==> src/verilog/codec_rate_consts.svh <==
/*
 codec_rate_consts.svh: register offsets, field positions, reset values and
 timing counts of the codec rate and filter control block.
 assumes: included by bare name, after nothing else.
*/
`ifndef CODEC_RATE_CONSTS_SVH
`define CODEC_RATE_CONSTS_SVH

// register byte offsets
`define ADDR_CTRL1 8'h00
`define ADDR_CTRL2 8'h04
`define ADDR_CTRL3 8'h08
`define ADDR_CTRL4 8'h0C
`define ADDR_CTRL5 8'h10
`define ADDR_STATUS 8'h14

// field positions
`define C1_DLB 1
`define C1_ALB 2
`define C1_MIC_BIAS_SEL 3
`define C1_INT_OVF 4
`define C1_IIR_SEL 5
`define C1_DEC_OVF 7
`define C2_BYPASS 6
`define C3_OSR_LSB 0
`define C4_M_LSB 0
`define C4_N_LSB 8
`define C4_P_LSB 16
`define C5_GAIN_LSB 0
`define C5_SIDE_LSB 8
`define ST_FRAMES_LSB 0
`define ST_PLL 16
`define ST_BYPASS 17
`define ST_IIR 18

// reset values (m, n and p codes hold value minus one)
`define M_RESET 7'h00
`define N_RESET 4'h0
`define P_RESET 3'h7
`define OSR_RESET 2'h0
`define GAIN_RESET 5'h00
`define SIDE_RESET 3'h0

// timing
`define FS_BASE_DIV_LOG2 4
`define PERIOD_RESET 19'h00080
`define MOD_INC_NORMAL 19'h00080
`define MOD_INC_BYPASS 19'h00020
`define SERIAL_DIV 4'h4
`define DEC_FIR_DELAY 17
`define INT_FIR_DELAY 18
`define SINC_SHIFT_NORMAL 8
`define SINC_SHIFT_BYPASS 10

// gain encoding
`define GAIN_LINEAR_MAX 5'h1C
`define GAIN_CODE_48DB 5'h1D
`define GAIN_48DB 8'h60
`define GAIN_54DB 8'h6C

`endif

==> src/verilog/codec_rate_pkg.sv <==
/*
 codec_rate_pkg: types shared by the rate control core and its strobe generator.
 assumes: compiled before every other design file.
*/
package codec_rate_pkg;
   typedef enum logic [1:0] {OSR_128 = 2'h0, OSR_256 = 2'h1, OSR_512 = 2'h2} osr_t;
   typedef logic signed [15:0] sample_t;
   typedef logic [7:0] apb_addr_t;
   typedef struct packed {
      logic [6:0] m_code;
      logic [3:0] n_code;
      logic [2:0] p_code;
      logic bypass;
      logic [1:0] osr;
   } rate_cfg_t;
endpackage : codec_rate_pkg

==> src/verilog/frame_if.sv <==
/*
 frame_if: requested rate settings and the resulting frame and modulator ticks.
 assumes: one generator and one control core on the same pclk.
*/
`timescale 1ns/1ps
`default_nettype none
interface frame_if;
   import codec_rate_pkg::*;
   rate_cfg_t req;
   logic frame_strobe;
   logic adc_tick;
   logic dac_tick;
   logic serial_tick;
   logic bypass_act;
   logic pll_act;
   osr_t osr_act;
   modport gen (input req, output frame_strobe, adc_tick, dac_tick, serial_tick,
      bypass_act, pll_act, osr_act);
   modport ctl (output req, input frame_strobe, adc_tick, dac_tick, serial_tick,
      bypass_act, pll_act, osr_act);
endinterface : frame_if
`default_nettype wire

==> src/verilog/frame_strobe_gen.sv <==
/*
 frame_strobe_gen: divides pclk (the master clock) into the frame strobe and
 spreads the modulator ticks evenly over each frame.
 assumes: pclk is the master clock; settings change only at a frame edge.
*/
`timescale 1ns/1ps
`default_nettype none
`include "codec_rate_consts.svh"
module frame_strobe_gen (
   // clock and reset
   input wire logic pclk,
   input wire logic presetn,
   // towards the control core
   frame_if.gen fif
);
   import codec_rate_pkg::*;
   logic [18:0] period_q, cnt_q, adc_acc_q, dac_acc_q;
   logic [18:0] full_d, period_d, adc_inc, dac_inc, adc_sum, dac_sum;
   logic [7:0] m_val;
   logic [4:0] n_val;
   logic [3:0] p_val;
   logic [3:0] ser_q;
   logic bypass_q, pll_q, strobe;
   osr_t osr_q;

   always_comb begin
      m_val = {1'b0, fif.req.m_code} + 8'h01;
      n_val = {1'b0, fif.req.n_code} + 5'h01;
      p_val = {1'b0, fif.req.p_code} + 4'h1;
      // coarse mode is simply p code 7, so one product covers both modes
      full_d = (19'(m_val) * 19'(n_val) * 19'(p_val)) << `FS_BASE_DIV_LOG2;
      // ratio bounds against chain size and transfer mode stay with software
      period_d = fif.req.bypass ? (full_d >> 2) : full_d;
      strobe = (cnt_q == period_q - 19'h00001);
      adc_inc = bypass_q ? `MOD_INC_BYPASS : `MOD_INC_NORMAL;
      case (osr_q)
         OSR_256: dac_inc = adc_inc << 1;
         OSR_512: dac_inc = adc_inc << 2;
         default: dac_inc = adc_inc;
      endcase
      adc_sum = adc_acc_q + adc_inc;
      dac_sum = dac_acc_q + dac_inc;
   end

   // new ratios take effect only at a frame edge, never mid-frame
   always_ff @(posedge pclk or negedge presetn) begin
      if (!presetn) begin
         period_q <= `PERIOD_RESET;
         bypass_q <= 1'b0;
         pll_q <= 1'b0;
         osr_q <= OSR_128;
      end else if (strobe) begin
         period_q <= period_d;
         bypass_q <= fif.req.bypass;
         pll_q <= (fif.req.p_code != `P_RESET);
         // the spare code 3 runs as ratio 128, so the port never shows a code outside the enum
         osr_q <= (fif.req.osr == 2'h3) ? OSR_128 : osr_t'(fif.req.osr);
      end
   end

   always_ff @(posedge pclk or negedge presetn) begin
      if (!presetn) cnt_q <= 19'h00000;
      else if (strobe) cnt_q <= 19'h00000;
      else cnt_q <= cnt_q + 19'h00001;
   end

   // fractional spreading; periods shorter than the increment saturate at one tick a cycle
   always_ff @(posedge pclk or negedge presetn) begin
      if (!presetn) begin
         adc_acc_q <= 19'h00000;
         dac_acc_q <= 19'h00000;
      end else if (strobe) begin
         adc_acc_q <= 19'h00000;
         dac_acc_q <= 19'h00000;
      end else begin
         adc_acc_q <= (adc_sum >= period_q) ? adc_sum - period_q : adc_sum;
         dac_acc_q <= (dac_sum >= period_q) ? dac_sum - period_q : dac_sum;
      end
   end

   // serial clocking counts the master clock itself, never the multiplied one
   always_ff @(posedge pclk or negedge presetn) begin
      if (!presetn) ser_q <= 4'h0;
      else if (ser_q == `SERIAL_DIV - 4'h1) ser_q <= 4'h0;
      else ser_q <= ser_q + 4'h1;
   end

   assign fif.frame_strobe = strobe;
   // the strobe cycle carries the last tick, so a frame no shorter than the increment holds the full count: 128 adc ticks, or 32 in bypass
   assign fif.adc_tick = (adc_sum >= period_q);
   assign fif.dac_tick = (dac_sum >= period_q);
   assign fif.serial_tick = (ser_q == `SERIAL_DIV - 4'h1);
   assign fif.bypass_act = bypass_q;
   assign fif.pll_act = pll_q;
   assign fif.osr_act = osr_q;
endmodule : frame_strobe_gen
`default_nettype wire

==> src/verilog/codec_rate_filter_control.sv <==
/*
 codec_rate_filter_control: apb register file, frame rate control, decimation
 and interpolation filtering, loopback and sidetone of one codec channel.
 assumes: pclk is the master clock; the dsp port shares pclk; the modulator
 bit arrives asynchronously.
*/
// Design decisions made here: the address map and the APB interface to the registers.
`timescale 1ns/1ps
`default_nettype none
`include "codec_rate_consts.svh"
module codec_rate_filter_control (
   // clock and reset
   input wire logic pclk,
   input wire logic presetn,
   // apb slave
   input wire logic psel,
   input wire logic penable,
   input wire logic pwrite,
   input wire codec_rate_pkg::apb_addr_t paddr,
   input wire logic [31:0] pwdata,
   output logic pready,
   output logic [31:0] prdata,
   output logic pslverr,
   // dsp frame side
   input wire codec_rate_pkg::sample_t dac_sample_in,
   output logic frame_strobe,
   output logic serial_clk_tick,
   output codec_rate_pkg::sample_t adc_sample,
   // modulator side
   input wire logic adc_mod_bit,
   output logic dac_mod_bit,
   output logic adc_mod_tick,
   output logic dac_mod_tick,
   output logic pll_enable,
   // analog settings
   output logic analog_loopback_en,
   output logic microphone_bias_select,
   output logic [7:0] pga_gain_half_db,
   output logic [2:0] sidetone_level,
   output codec_rate_pkg::osr_t dac_osr
);
   import codec_rate_pkg::*;

   function automatic logic [5:0] reg_sel(input apb_addr_t a);
      if (a == `ADDR_CTRL1) reg_sel = 6'h01;
      else if (a == `ADDR_CTRL2) reg_sel = 6'h02;
      else if (a == `ADDR_CTRL3) reg_sel = 6'h04;
      else if (a == `ADDR_CTRL4) reg_sel = 6'h08;
      else if (a == `ADDR_CTRL5) reg_sel = 6'h10;
      else if (a == `ADDR_STATUS) reg_sel = 6'h20;
      else reg_sel = 6'h00;
   endfunction : reg_sel

   function automatic logic [16:0] sat16(input logic signed [17:0] v);
      if (v > 18'sh07FFF) sat16 = {1'b1, 16'h7FFF};
      else if (v < 18'sh38000) sat16 = {1'b1, 16'h8000};
      else sat16 = {1'b0, v[15:0]};
   endfunction : sat16

   // symmetric 1-2-1 kernel; the delay line in front sets the group delay
   function automatic sample_t fir3(input sample_t a, input sample_t b, input sample_t c);
      logic signed [17:0] s;
      begin
         s = 18'(a) + (18'(b) <<< 1) + 18'(c);
         fir3 = sample_t'(s >>> 2);
      end
   endfunction : fir3

   // one-pole low pass: next = y + (x - y)/4
   function automatic sample_t iir1(input sample_t y, input sample_t x);
      logic signed [17:0] s;
      begin
         s = 18'(y) + ((18'(x) - 18'(y)) >>> 2);
         iir1 = sample_t'(s);
      end
   endfunction : iir1

   function automatic logic [7:0] gain_half_db(input logic [4:0] code);
      if (code <= `GAIN_LINEAR_MAX) gain_half_db = {3'h0, code} * 8'h03;
      else if (code == `GAIN_CODE_48DB) gain_half_db = `GAIN_48DB;
      else gain_half_db = `GAIN_54DB;
   endfunction : gain_half_db

   // modulator bit synchroniser
   logic mod_meta_q, mod_sync_q;
   always_ff @(posedge pclk or negedge presetn) begin
      if (!presetn) begin
         mod_meta_q <= 1'b0;
         mod_sync_q <= 1'b0;
      end else begin
         mod_meta_q <= adc_mod_bit;
         mod_sync_q <= mod_meta_q;
      end
   end

   // register fields
   logic dlb_q, alb_q, mic_bias_q, iir_sel_q, bypass_q, iir_act_q;
   logic dec_ovf_q, int_ovf_q;
   logic [1:0] osr_q;
   logic [6:0] m_q;
   logic [3:0] n_q;
   logic [2:0] p_q;
   logic [4:0] gain_q;
   logic [7:0] gain_db_q;
   logic [2:0] side_q;
   logic [15:0] frame_cnt_q;
   logic [31:0] rdata_d, prdata_q;
   logic [5:0] sel;
   logic setup, access, wr_en, rd_clr;

   frame_if fif ();

   always_comb begin
      sel = reg_sel(paddr);
      setup = psel && !penable;
      access = psel && penable;
      wr_en = access && pwrite;
      rd_clr = access && !pwrite && sel[0];
   end

   always_ff @(posedge pclk or negedge presetn) begin
      if (!presetn) begin
         dlb_q <= 1'b0;
         alb_q <= 1'b0;
         mic_bias_q <= 1'b0;
         iir_sel_q <= 1'b0;
         bypass_q <= 1'b0;
         osr_q <= `OSR_RESET;
         m_q <= `M_RESET;
         n_q <= `N_RESET;
         p_q <= `P_RESET;
         gain_q <= `GAIN_RESET;
         gain_db_q <= 8'h00;
         side_q <= `SIDE_RESET;
      end else if (wr_en) begin
         if (sel[0]) begin
            dlb_q <= pwdata[`C1_DLB];
            alb_q <= pwdata[`C1_ALB];
            mic_bias_q <= pwdata[`C1_MIC_BIAS_SEL];
            iir_sel_q <= pwdata[`C1_IIR_SEL];
         end
         if (sel[1]) bypass_q <= pwdata[`C2_BYPASS];
         if (sel[2]) osr_q <= pwdata[`C3_OSR_LSB +: 2];
         if (sel[3]) begin
            m_q <= pwdata[`C4_M_LSB +: 7];
            n_q <= pwdata[`C4_N_LSB +: 4];
            p_q <= pwdata[`C4_P_LSB +: 3];
         end
         if (sel[4]) begin
            gain_q <= pwdata[`C5_GAIN_LSB +: 5];
            gain_db_q <= gain_half_db(pwdata[`C5_GAIN_LSB +: 5]);
            side_q <= pwdata[`C5_SIDE_LSB +: 3];
         end
      end
   end

   always_comb begin
      rdata_d = 32'h00000000;
      if (sel[0]) begin
         rdata_d[`C1_DLB] = dlb_q;
         rdata_d[`C1_ALB] = alb_q;
         rdata_d[`C1_MIC_BIAS_SEL] = mic_bias_q;
         rdata_d[`C1_INT_OVF] = int_ovf_q;
         rdata_d[`C1_IIR_SEL] = iir_sel_q;
         rdata_d[`C1_DEC_OVF] = dec_ovf_q;
      end else if (sel[1]) begin
         rdata_d[`C2_BYPASS] = bypass_q;
      end else if (sel[2]) begin
         rdata_d[`C3_OSR_LSB +: 2] = osr_q;
      end else if (sel[3]) begin
         rdata_d[`C4_M_LSB +: 7] = m_q;
         rdata_d[`C4_N_LSB +: 4] = n_q;
         rdata_d[`C4_P_LSB +: 3] = p_q;
      end else if (sel[4]) begin
         rdata_d[`C5_GAIN_LSB +: 5] = gain_q;
         rdata_d[`C5_SIDE_LSB +: 3] = side_q;
      end else if (sel[5]) begin
         rdata_d[`ST_FRAMES_LSB +: 16] = frame_cnt_q;
         rdata_d[`ST_PLL] = fif.pll_act;
         rdata_d[`ST_BYPASS] = fif.bypass_act;
         rdata_d[`ST_IIR] = iir_act_q;
      end
   end

   // read data is caught in the setup cycle and held through the access
   always_ff @(posedge pclk or negedge presetn) begin
      if (!presetn) prdata_q <= 32'h00000000;
      else if (setup && !pwrite) prdata_q <= rdata_d;
   end

   // rate generator
   assign fif.req = '{m_code: m_q, n_code: n_q, p_code: p_q, bypass: bypass_q, osr: osr_q};

   frame_strobe_gen u_gen (
      .pclk(pclk),
      .presetn(presetn),
      .fif(fif.gen)
   );

   always_ff @(posedge pclk or negedge presetn) begin
      if (!presetn) iir_act_q <= 1'b0;
      else if (fif.frame_strobe) iir_act_q <= iir_sel_q;
   end

   always_ff @(posedge pclk or negedge presetn) begin
      if (!presetn) frame_cnt_q <= 16'h0000;
      else if (fif.frame_strobe) frame_cnt_q <= frame_cnt_q + 16'h0001;
   end

   // decimation: sinc accumulate-and-dump over the modulator ticks of one frame
   logic dac_mod_q, adc_in_bit;
   logic signed [9:0] sinc_acc_q, sinc_next;
   logic signed [17:0] sinc_scaled;
   logic [16:0] dec_sat;
   sample_t dec_line_q [0:`DEC_FIR_DELAY];
   sample_t dec_iir_q, dec_iir_next, dec_out, adc_q;

   always_comb begin
      adc_in_bit = alb_q ? dac_mod_q : mod_sync_q;
      sinc_next = sinc_acc_q;
      if (fif.adc_tick) sinc_next = sinc_acc_q + (adc_in_bit ? 10'sh001 : 10'sh3FF);
      if (fif.bypass_act) sinc_scaled = 18'(sinc_next) <<< `SINC_SHIFT_BYPASS;
      else sinc_scaled = 18'(sinc_next) <<< `SINC_SHIFT_NORMAL;
      dec_sat = sat16(sinc_scaled);
      dec_iir_next = iir1(dec_iir_q, sample_t'(dec_sat[15:0]));
      if (fif.bypass_act) dec_out = sample_t'(dec_sat[15:0]);
      else if (iir_act_q) dec_out = dec_iir_next;
      else dec_out = fir3(dec_line_q[`DEC_FIR_DELAY - 2], dec_line_q[`DEC_FIR_DELAY - 1],
         dec_line_q[`DEC_FIR_DELAY]);
   end

   always_ff @(posedge pclk or negedge presetn) begin
      if (!presetn) sinc_acc_q <= 10'sh000;
      else if (fif.frame_strobe) sinc_acc_q <= 10'sh000;
      else sinc_acc_q <= sinc_next;
   end

   always_ff @(posedge pclk or negedge presetn) begin
      if (!presetn) begin
         dec_line_q[0] <= 16'sh0000;
         dec_iir_q <= 16'sh0000;
         adc_q <= 16'sh0000;
      end else if (fif.frame_strobe) begin
         dec_line_q[0] <= sample_t'(dec_sat[15:0]);
         dec_iir_q <= dec_iir_next;
         adc_q <= dec_out;
      end
   end

   // interpolation input: loopback source plus sidetone, saturated
   logic signed [17:0] int_sum;
   logic [16:0] int_sat;
   sample_t int_src, side_val, int_iir_q, int_iir_next, int_out, dac_word_q;
   sample_t int_line_q [0:`INT_FIR_DELAY];

   always_comb begin
      int_src = (dlb_q && !alb_q) ? adc_q : dac_sample_in;
      side_val = (side_q == 3'h0) ? 16'sh0000 : (adc_q >>> side_q);
      int_sum = 18'(int_src) + 18'(side_val);
      int_sat = sat16(int_sum);
      int_iir_next = iir1(int_iir_q, sample_t'(int_sat[15:0]));
      if (fif.bypass_act) int_out = sample_t'(int_sat[15:0]);
      else if (iir_act_q) int_out = int_iir_next;
      else int_out = fir3(int_line_q[`INT_FIR_DELAY - 2], int_line_q[`INT_FIR_DELAY - 1],
         int_line_q[`INT_FIR_DELAY]);
   end

   always_ff @(posedge pclk or negedge presetn) begin
      if (!presetn) begin
         int_line_q[0] <= 16'sh0000;
         int_iir_q <= 16'sh0000;
         dac_word_q <= 16'sh0000;
      end else if (fif.frame_strobe) begin
         int_line_q[0] <= sample_t'(int_sat[15:0]);
         int_iir_q <= int_iir_next;
         dac_word_q <= int_out;
      end
   end

   // fir delay lines shift once a frame
   for (genvar k = 1; k <= `DEC_FIR_DELAY; k++) begin : g_dec_line
      always_ff @(posedge pclk or negedge presetn) begin
         if (!presetn) dec_line_q[k] <= 16'sh0000;
         else if (fif.frame_strobe) dec_line_q[k] <= dec_line_q[k - 1];
      end
   end
   for (genvar k = 1; k <= `INT_FIR_DELAY; k++) begin : g_int_line
      always_ff @(posedge pclk or negedge presetn) begin
         if (!presetn) int_line_q[k] <= 16'sh0000;
         else if (fif.frame_strobe) int_line_q[k] <= int_line_q[k - 1];
      end
   end

   // sinc hold feeding a first-order modulator, stepped at the dac tick rate
   logic [15:0] sdm_acc_q;
   logic [16:0] sdm_sum;
   always_comb begin
      sdm_sum = {1'b0, sdm_acc_q} + {1'b0, ~dac_word_q[15], dac_word_q[14:0]};
   end

   always_ff @(posedge pclk or negedge presetn) begin
      if (!presetn) begin
         sdm_acc_q <= 16'h0000;
         dac_mod_q <= 1'b0;
      end else if (fif.dac_tick) begin
         sdm_acc_q <= sdm_sum[15:0];
         dac_mod_q <= sdm_sum[16];
      end
   end

   // sticky overflow flags: a new overflow beats the read that clears them
   always_ff @(posedge pclk or negedge presetn) begin
      if (!presetn) begin
         dec_ovf_q <= 1'b0;
         int_ovf_q <= 1'b0;
      end else begin
         dec_ovf_q <= (fif.frame_strobe && dec_sat[16]) ||
            (dec_ovf_q && !(rd_clr && prdata_q[`C1_DEC_OVF]));
         int_ovf_q <= (fif.frame_strobe && int_sat[16]) ||
            (int_ovf_q && !(rd_clr && prdata_q[`C1_INT_OVF]));
      end
   end

   // outputs
   assign pready = 1'b1;
   assign pslverr = access && (sel == 6'h00);
   assign prdata = prdata_q;
   assign frame_strobe = fif.frame_strobe;
   assign serial_clk_tick = fif.serial_tick;
   assign adc_sample = adc_q;
   assign dac_mod_bit = dac_mod_q;
   assign adc_mod_tick = fif.adc_tick;
   assign dac_mod_tick = fif.dac_tick;
   assign pll_enable = fif.pll_act;
   assign analog_loopback_en = alb_q;
   assign microphone_bias_select = mic_bias_q;
   assign pga_gain_half_db = gain_db_q;
   assign sidetone_level = side_q;
   assign dac_osr = fif.osr_act;
endmodule : codec_rate_filter_control
`default_nettype wire

==> config.mk <==
export PLATFORM = sky130hd
export DESIGN_NAME = codec_rate_filter_control
export DESIGN_NICKNAME = d
export VERILOG_FILES = /design/src/verilog/codec_rate_pkg.sv /design/src/verilog/frame_if.sv /design/src/verilog/frame_strobe_gen.sv /design/src/verilog/codec_rate_filter_control.sv
export VERILOG_INCLUDE_DIRS = /design/src /design/src/verilog
export SDC_FILE = /design/constraint.sdc
export NUM_CORES = 2
export LEC_CHECK = 0
export BUFFER_PORTS_ARGS = -buffer_cell sky130_fd_sc_hd__buf_4
export CAP_MARGIN = 30
export CELL_PAD_IN_SITES_DETAIL_PLACEMENT = 1
export CELL_PAD_IN_SITES_GLOBAL_PLACEMENT = 1
export CORE_ASPECT_RATIO = 0.7
export CORE_MARGIN = 4
export CORE_UTILIZATION = 32
export DETAILED_ROUTE_END_ITERATION = 8
export GPL_ROUTABILITY_DRIVEN = 1
export PLACE_DENSITY_LB_ADDON = 0.1
export SLEW_MARGIN = 20
export SYNTH_ARGS = -nofsm -noshare
export SYNTH_HDL_FRONTEND = slang
export SYNTH_SLANG_ARGS = --single-unit
==> constraint.sdc <==
create_clock -name pclk -period 16.9 [get_ports pclk]
set_clock_uncertainty 0.2 [all_clocks]
set_input_delay 1.69 -clock pclk [delete_from_list [all_inputs] [get_ports pclk]]
set_output_delay 1.69 -clock pclk [all_outputs]
set_load 0.02 [all_outputs]
==> results by stage <==
Run status:
- The flow ran to the end, and the final reports show no timing, DRC or antenna violations.

Final layout:
- For this run, the post-layout net count is 5006.
- The final design utilization is between 30 and 40%.
- The finished cells cover between 40000 and 50000 um^2.
- Of the cells placed in the final design, the portion with a size suffix greater than 1 is 8.02%.
- From synthesis to final layout, the design area changed by 13.1%.

Logic synthesis:
- Sequential cells were found to cover roughly 44% of the synthesized design area.
- The cell area that synthesis handed to floorplanning was 40200 um^2.
- The cell count after synthesis came out at about 4600.
- The per-instance average area after synthesis is 8.72 um^2.
- The async set-or-reset flop fraction in the synthesized netlist is 100%.
- The netlist uses 94 different library cells.
- The synthesized flop and latch total is approximately 710.
- The most repeated cell in the gate-level netlist after synthesis is nand2_1.
- The cell type contributing the most total cell area after synthesis is dfrtp_1.
- The yosys synthesis warning count is 0.
- The top cell type's share of synthesized area is 44.0%.
- Yosys attributes the largest share of cell area to dfrtp_1, nand2_1, ha_1.
- Counting instances in the post-synthesis netlist gives the leading cell types as nand2_1, dfrtp_1, nor2_1, a21oi_1, ha_1.
- The number of synthesized flops with an enable pin is 0.
- The main flop type after synthesis is dfrtp_1.

Die:
- The number of top-level design ports is ~130.
- Row generation in the floorplan step produced 108 rows.
- The total core area is 124000 um^2.
- In this run the vertical extent of the chip is 305 um.
- The area enclosed by the die boundary is about 130000 um^2.
- Once the floorplan was initialized, standard cells occupied between 30% and 40% of the core.
- In this run the horizontal extent of the chip is 432 um.

CTS:
- The number of sinks handled by clock tree synthesis is ~700.
- TritonCTS built the clock tree.
- The post-cts gate resize count is 0.
- The clock reaches the later pin of the worst-skew pair after just under 0.7 ns.
- The number of hold buffers added after CTS is 0.
- The number of H-tree branching levels is 3.
- The post-CTS setup-driven buffer insertion count is 0.
- The clock transition at the registers of the reported paths is 0.06 ns.
- The maximum clock path buffer count is 3.
- The cell at the root of the clock tree is clkbuf_16.
- Clock tree synthesis inserted a total of 81 buffers.

Pwr:
- The analysis attributes to cell leakage a power of 23.7 nW.
- VDD sags by at most just over 80 uV.
- The cell area power density is 101 nW/um^2.

Detailed routing:
- In the routed design, unresolved DRC markers number 0.
- The length of the first detailed-routing pass in iterations is 5.
- In the final routed layout, each cell accounts on average for 17.5 um.
- After detailed routing, the number of vias per cell comes to between 4 and 5.
- For this block, the initial DRC count from the detailed router was ~1700.
- The wire length reported by the detailed router is 111 mm.
- The routed via count is roughly 31000.
- Once detail routing completed, the nets flagged for antenna violations numbered 0.

Global routing:
- The maximum number of pins on one net before global-route repair is 206.
- After global routing the overflow that remains totals 0.
- The first global-routing pass estimated 180 mm of wire.
- Across every metal layer, demand over resource in global routing totals 17.0%.
- The number of global-route vias before repair came to 31400.
- The number of antenna violations at the first check in global routing came to 3.

Placed design:
- The HPWL after detailed placement is 79.2 mm.
- Buffers placed on the I/O ports in this run total 99.
- The final RePlAce weighted congestion is 0.789.
- The worst slack after detailed placement is around 6.9 ns.
- Summing all placed instances gives a cell area of 42600 um^2.

Timing:
- The remaining max-slew budget at the tightest pin is 26.0%.
- Based on the critical path, the design can be clocked at up to 0.101 GHz.
- The worst-margin pin slew is 1.11 ns.
- After layout, the worst path uses 58.6% of the clock period.
- Setup repair after global routing left no endpoint under its margin.
- The final critical delay including setup and external delays is 9.91 ns.
- The setup violation total in the final timing report is 0.
- The number of max-slew violations in the final report is 0.
- The aggregate negative setup slack is 0 ns.
- The setup slack after layout is 6.99 ns.
- The number of hold violations in the final report is 0.

Setup path:
- On the critical path, the stage with the largest delay is an instance of nor4b_1.
- The delay of the slowest cell on the worst path is 0.81 ns.
- The most numerous cell type found on the critical path is ha_1.
- STA classifies the critical path startpoint as a flip-flop.
- STA classifies the critical path endpoint as a flip-flop.
- The required time of the critical path is 17.25 ns.
- Grouping stages by cell kind, the critical path spends the most delay in compound AO/OA/AOI/OAI gates.
- The number of buffers and inverters on the critical path is 5.
- The critical path in this run is classified as flip-flop to flip-flop.
- The worst path arrival time is 10.25 ns.
- The peak fanout along the critical path is 52.

Hold path:
- The type of the tightest min-delay check is flip-flop to flip-flop.

Job:
- The tool flagged a number of max-cap violations equal to 0.
layer usage:
metal,global-route usage [%],vias up,part of all wire [%]
met2,24.5,264,41
li1,-,15100,-
met3,2.25,114,2.7
met4,3.65,0,1.9
met1,26.8,15000,54
met5,0,-,0
state kept, by name, indices dropped and copies added (netlist names), 17 cells and up:
| name | cells |
|---|---|
| u_gen.period_q | 17 |
| u_gen.cnt_q | 19 |
| int_line_q | 304 |
| prdata | 19 |
| dec_line_q | 162 |
| u_gen.dac_acc_q | 17 |
| u_gen.adc_acc_q | 17 |
cell type report:
class                   instances  area [um^2]
fillers                     14500        78900
clock buffers                 113         2330
diodes                          1         2.50
inverters                     187          702
repair buffers                150         1280
clock inverters                33          419
well taps                    1650         2060
multi-input cells            3518        20900
flip-flops and latches        711        17800
logic make-up (layout without fill, tap and decap cells):
logic type | count (synthesis) | count (layout) | synth area share (%)
buf+inv | 396 | 483 | 4.07
fa+ha+maj | 298 | 298 | 10.8
compound gates | 660 | 660 | 10.4
other cells | 2 | 16 | 0.0187
xor+xnor | 239 | 239 | 5.28
mux | 97 | 97 | 2.64
flops | 711 | 711 | 44.3
simple gates | 2209 | 2209 | 22.6
worst paths after layout:
check                                startpoint  cells past startpoint             endpoint  slack, ns
max in group asynchronous               presetn                      5      int_line_q[297]      13.00
max reg2reg                u_gen.fif.bypass_act                     31       adc_sample[15]       6.99
max                        u_gen.fif.bypass_act                     31       adc_sample[15]       6.99
min                                  mod_meta_q                      0           mod_sync_q       0.15
min reg2reg                          mod_meta_q                      0           mod_sync_q       0.15
min in group asynchronous               presetn                      1  u_gen.dac_acc_q[18]       0.83
where the power goes:
group	switching (W)	total (W)	internal (W)
registers	0.0000131	0.00173	0.00172
clock network	0.000766	0.00183	0.00106
logic	0.000655	0.00105	0.000394
total	0.00143	0.00461	0.00317
stage by stage:
| step | hold WS (ns) | power (W) | instances |
|---|---|---|---|
| after detailed placement | 0.141 | 0.00281 | 6212 |
| after global routing | 0.172 | 0.00488 | 6362 |
| final | 0.155 | 0.00461 | 6363 |
| after global placement | 0.134 | 0.00279 | 6203 |
| after floorplan | 0.131 | 0.00249 | 4625 |
| after CTS | 0.155 | 0.00468 | 6358 |
placed cells by master (no fill, tap or decap), drive strengths merged, types with 22 or more instances in the layout:
master	count
xnor2	151
nand3	72
ha	215
buf	150
inv	189
xor2	86
and2	25
nor2	271
a21o	49
fa	80
a22o	23
nor2b	49
a21oi	220
mux2i	52
o21bai	26
mux2	43
a211oi	24
o21ai	187
nand2	1604
dfrtp	707
nand2b	34
and3	22
nor3	49
clkbuf	113
Power figures use the tool's default switching activity.
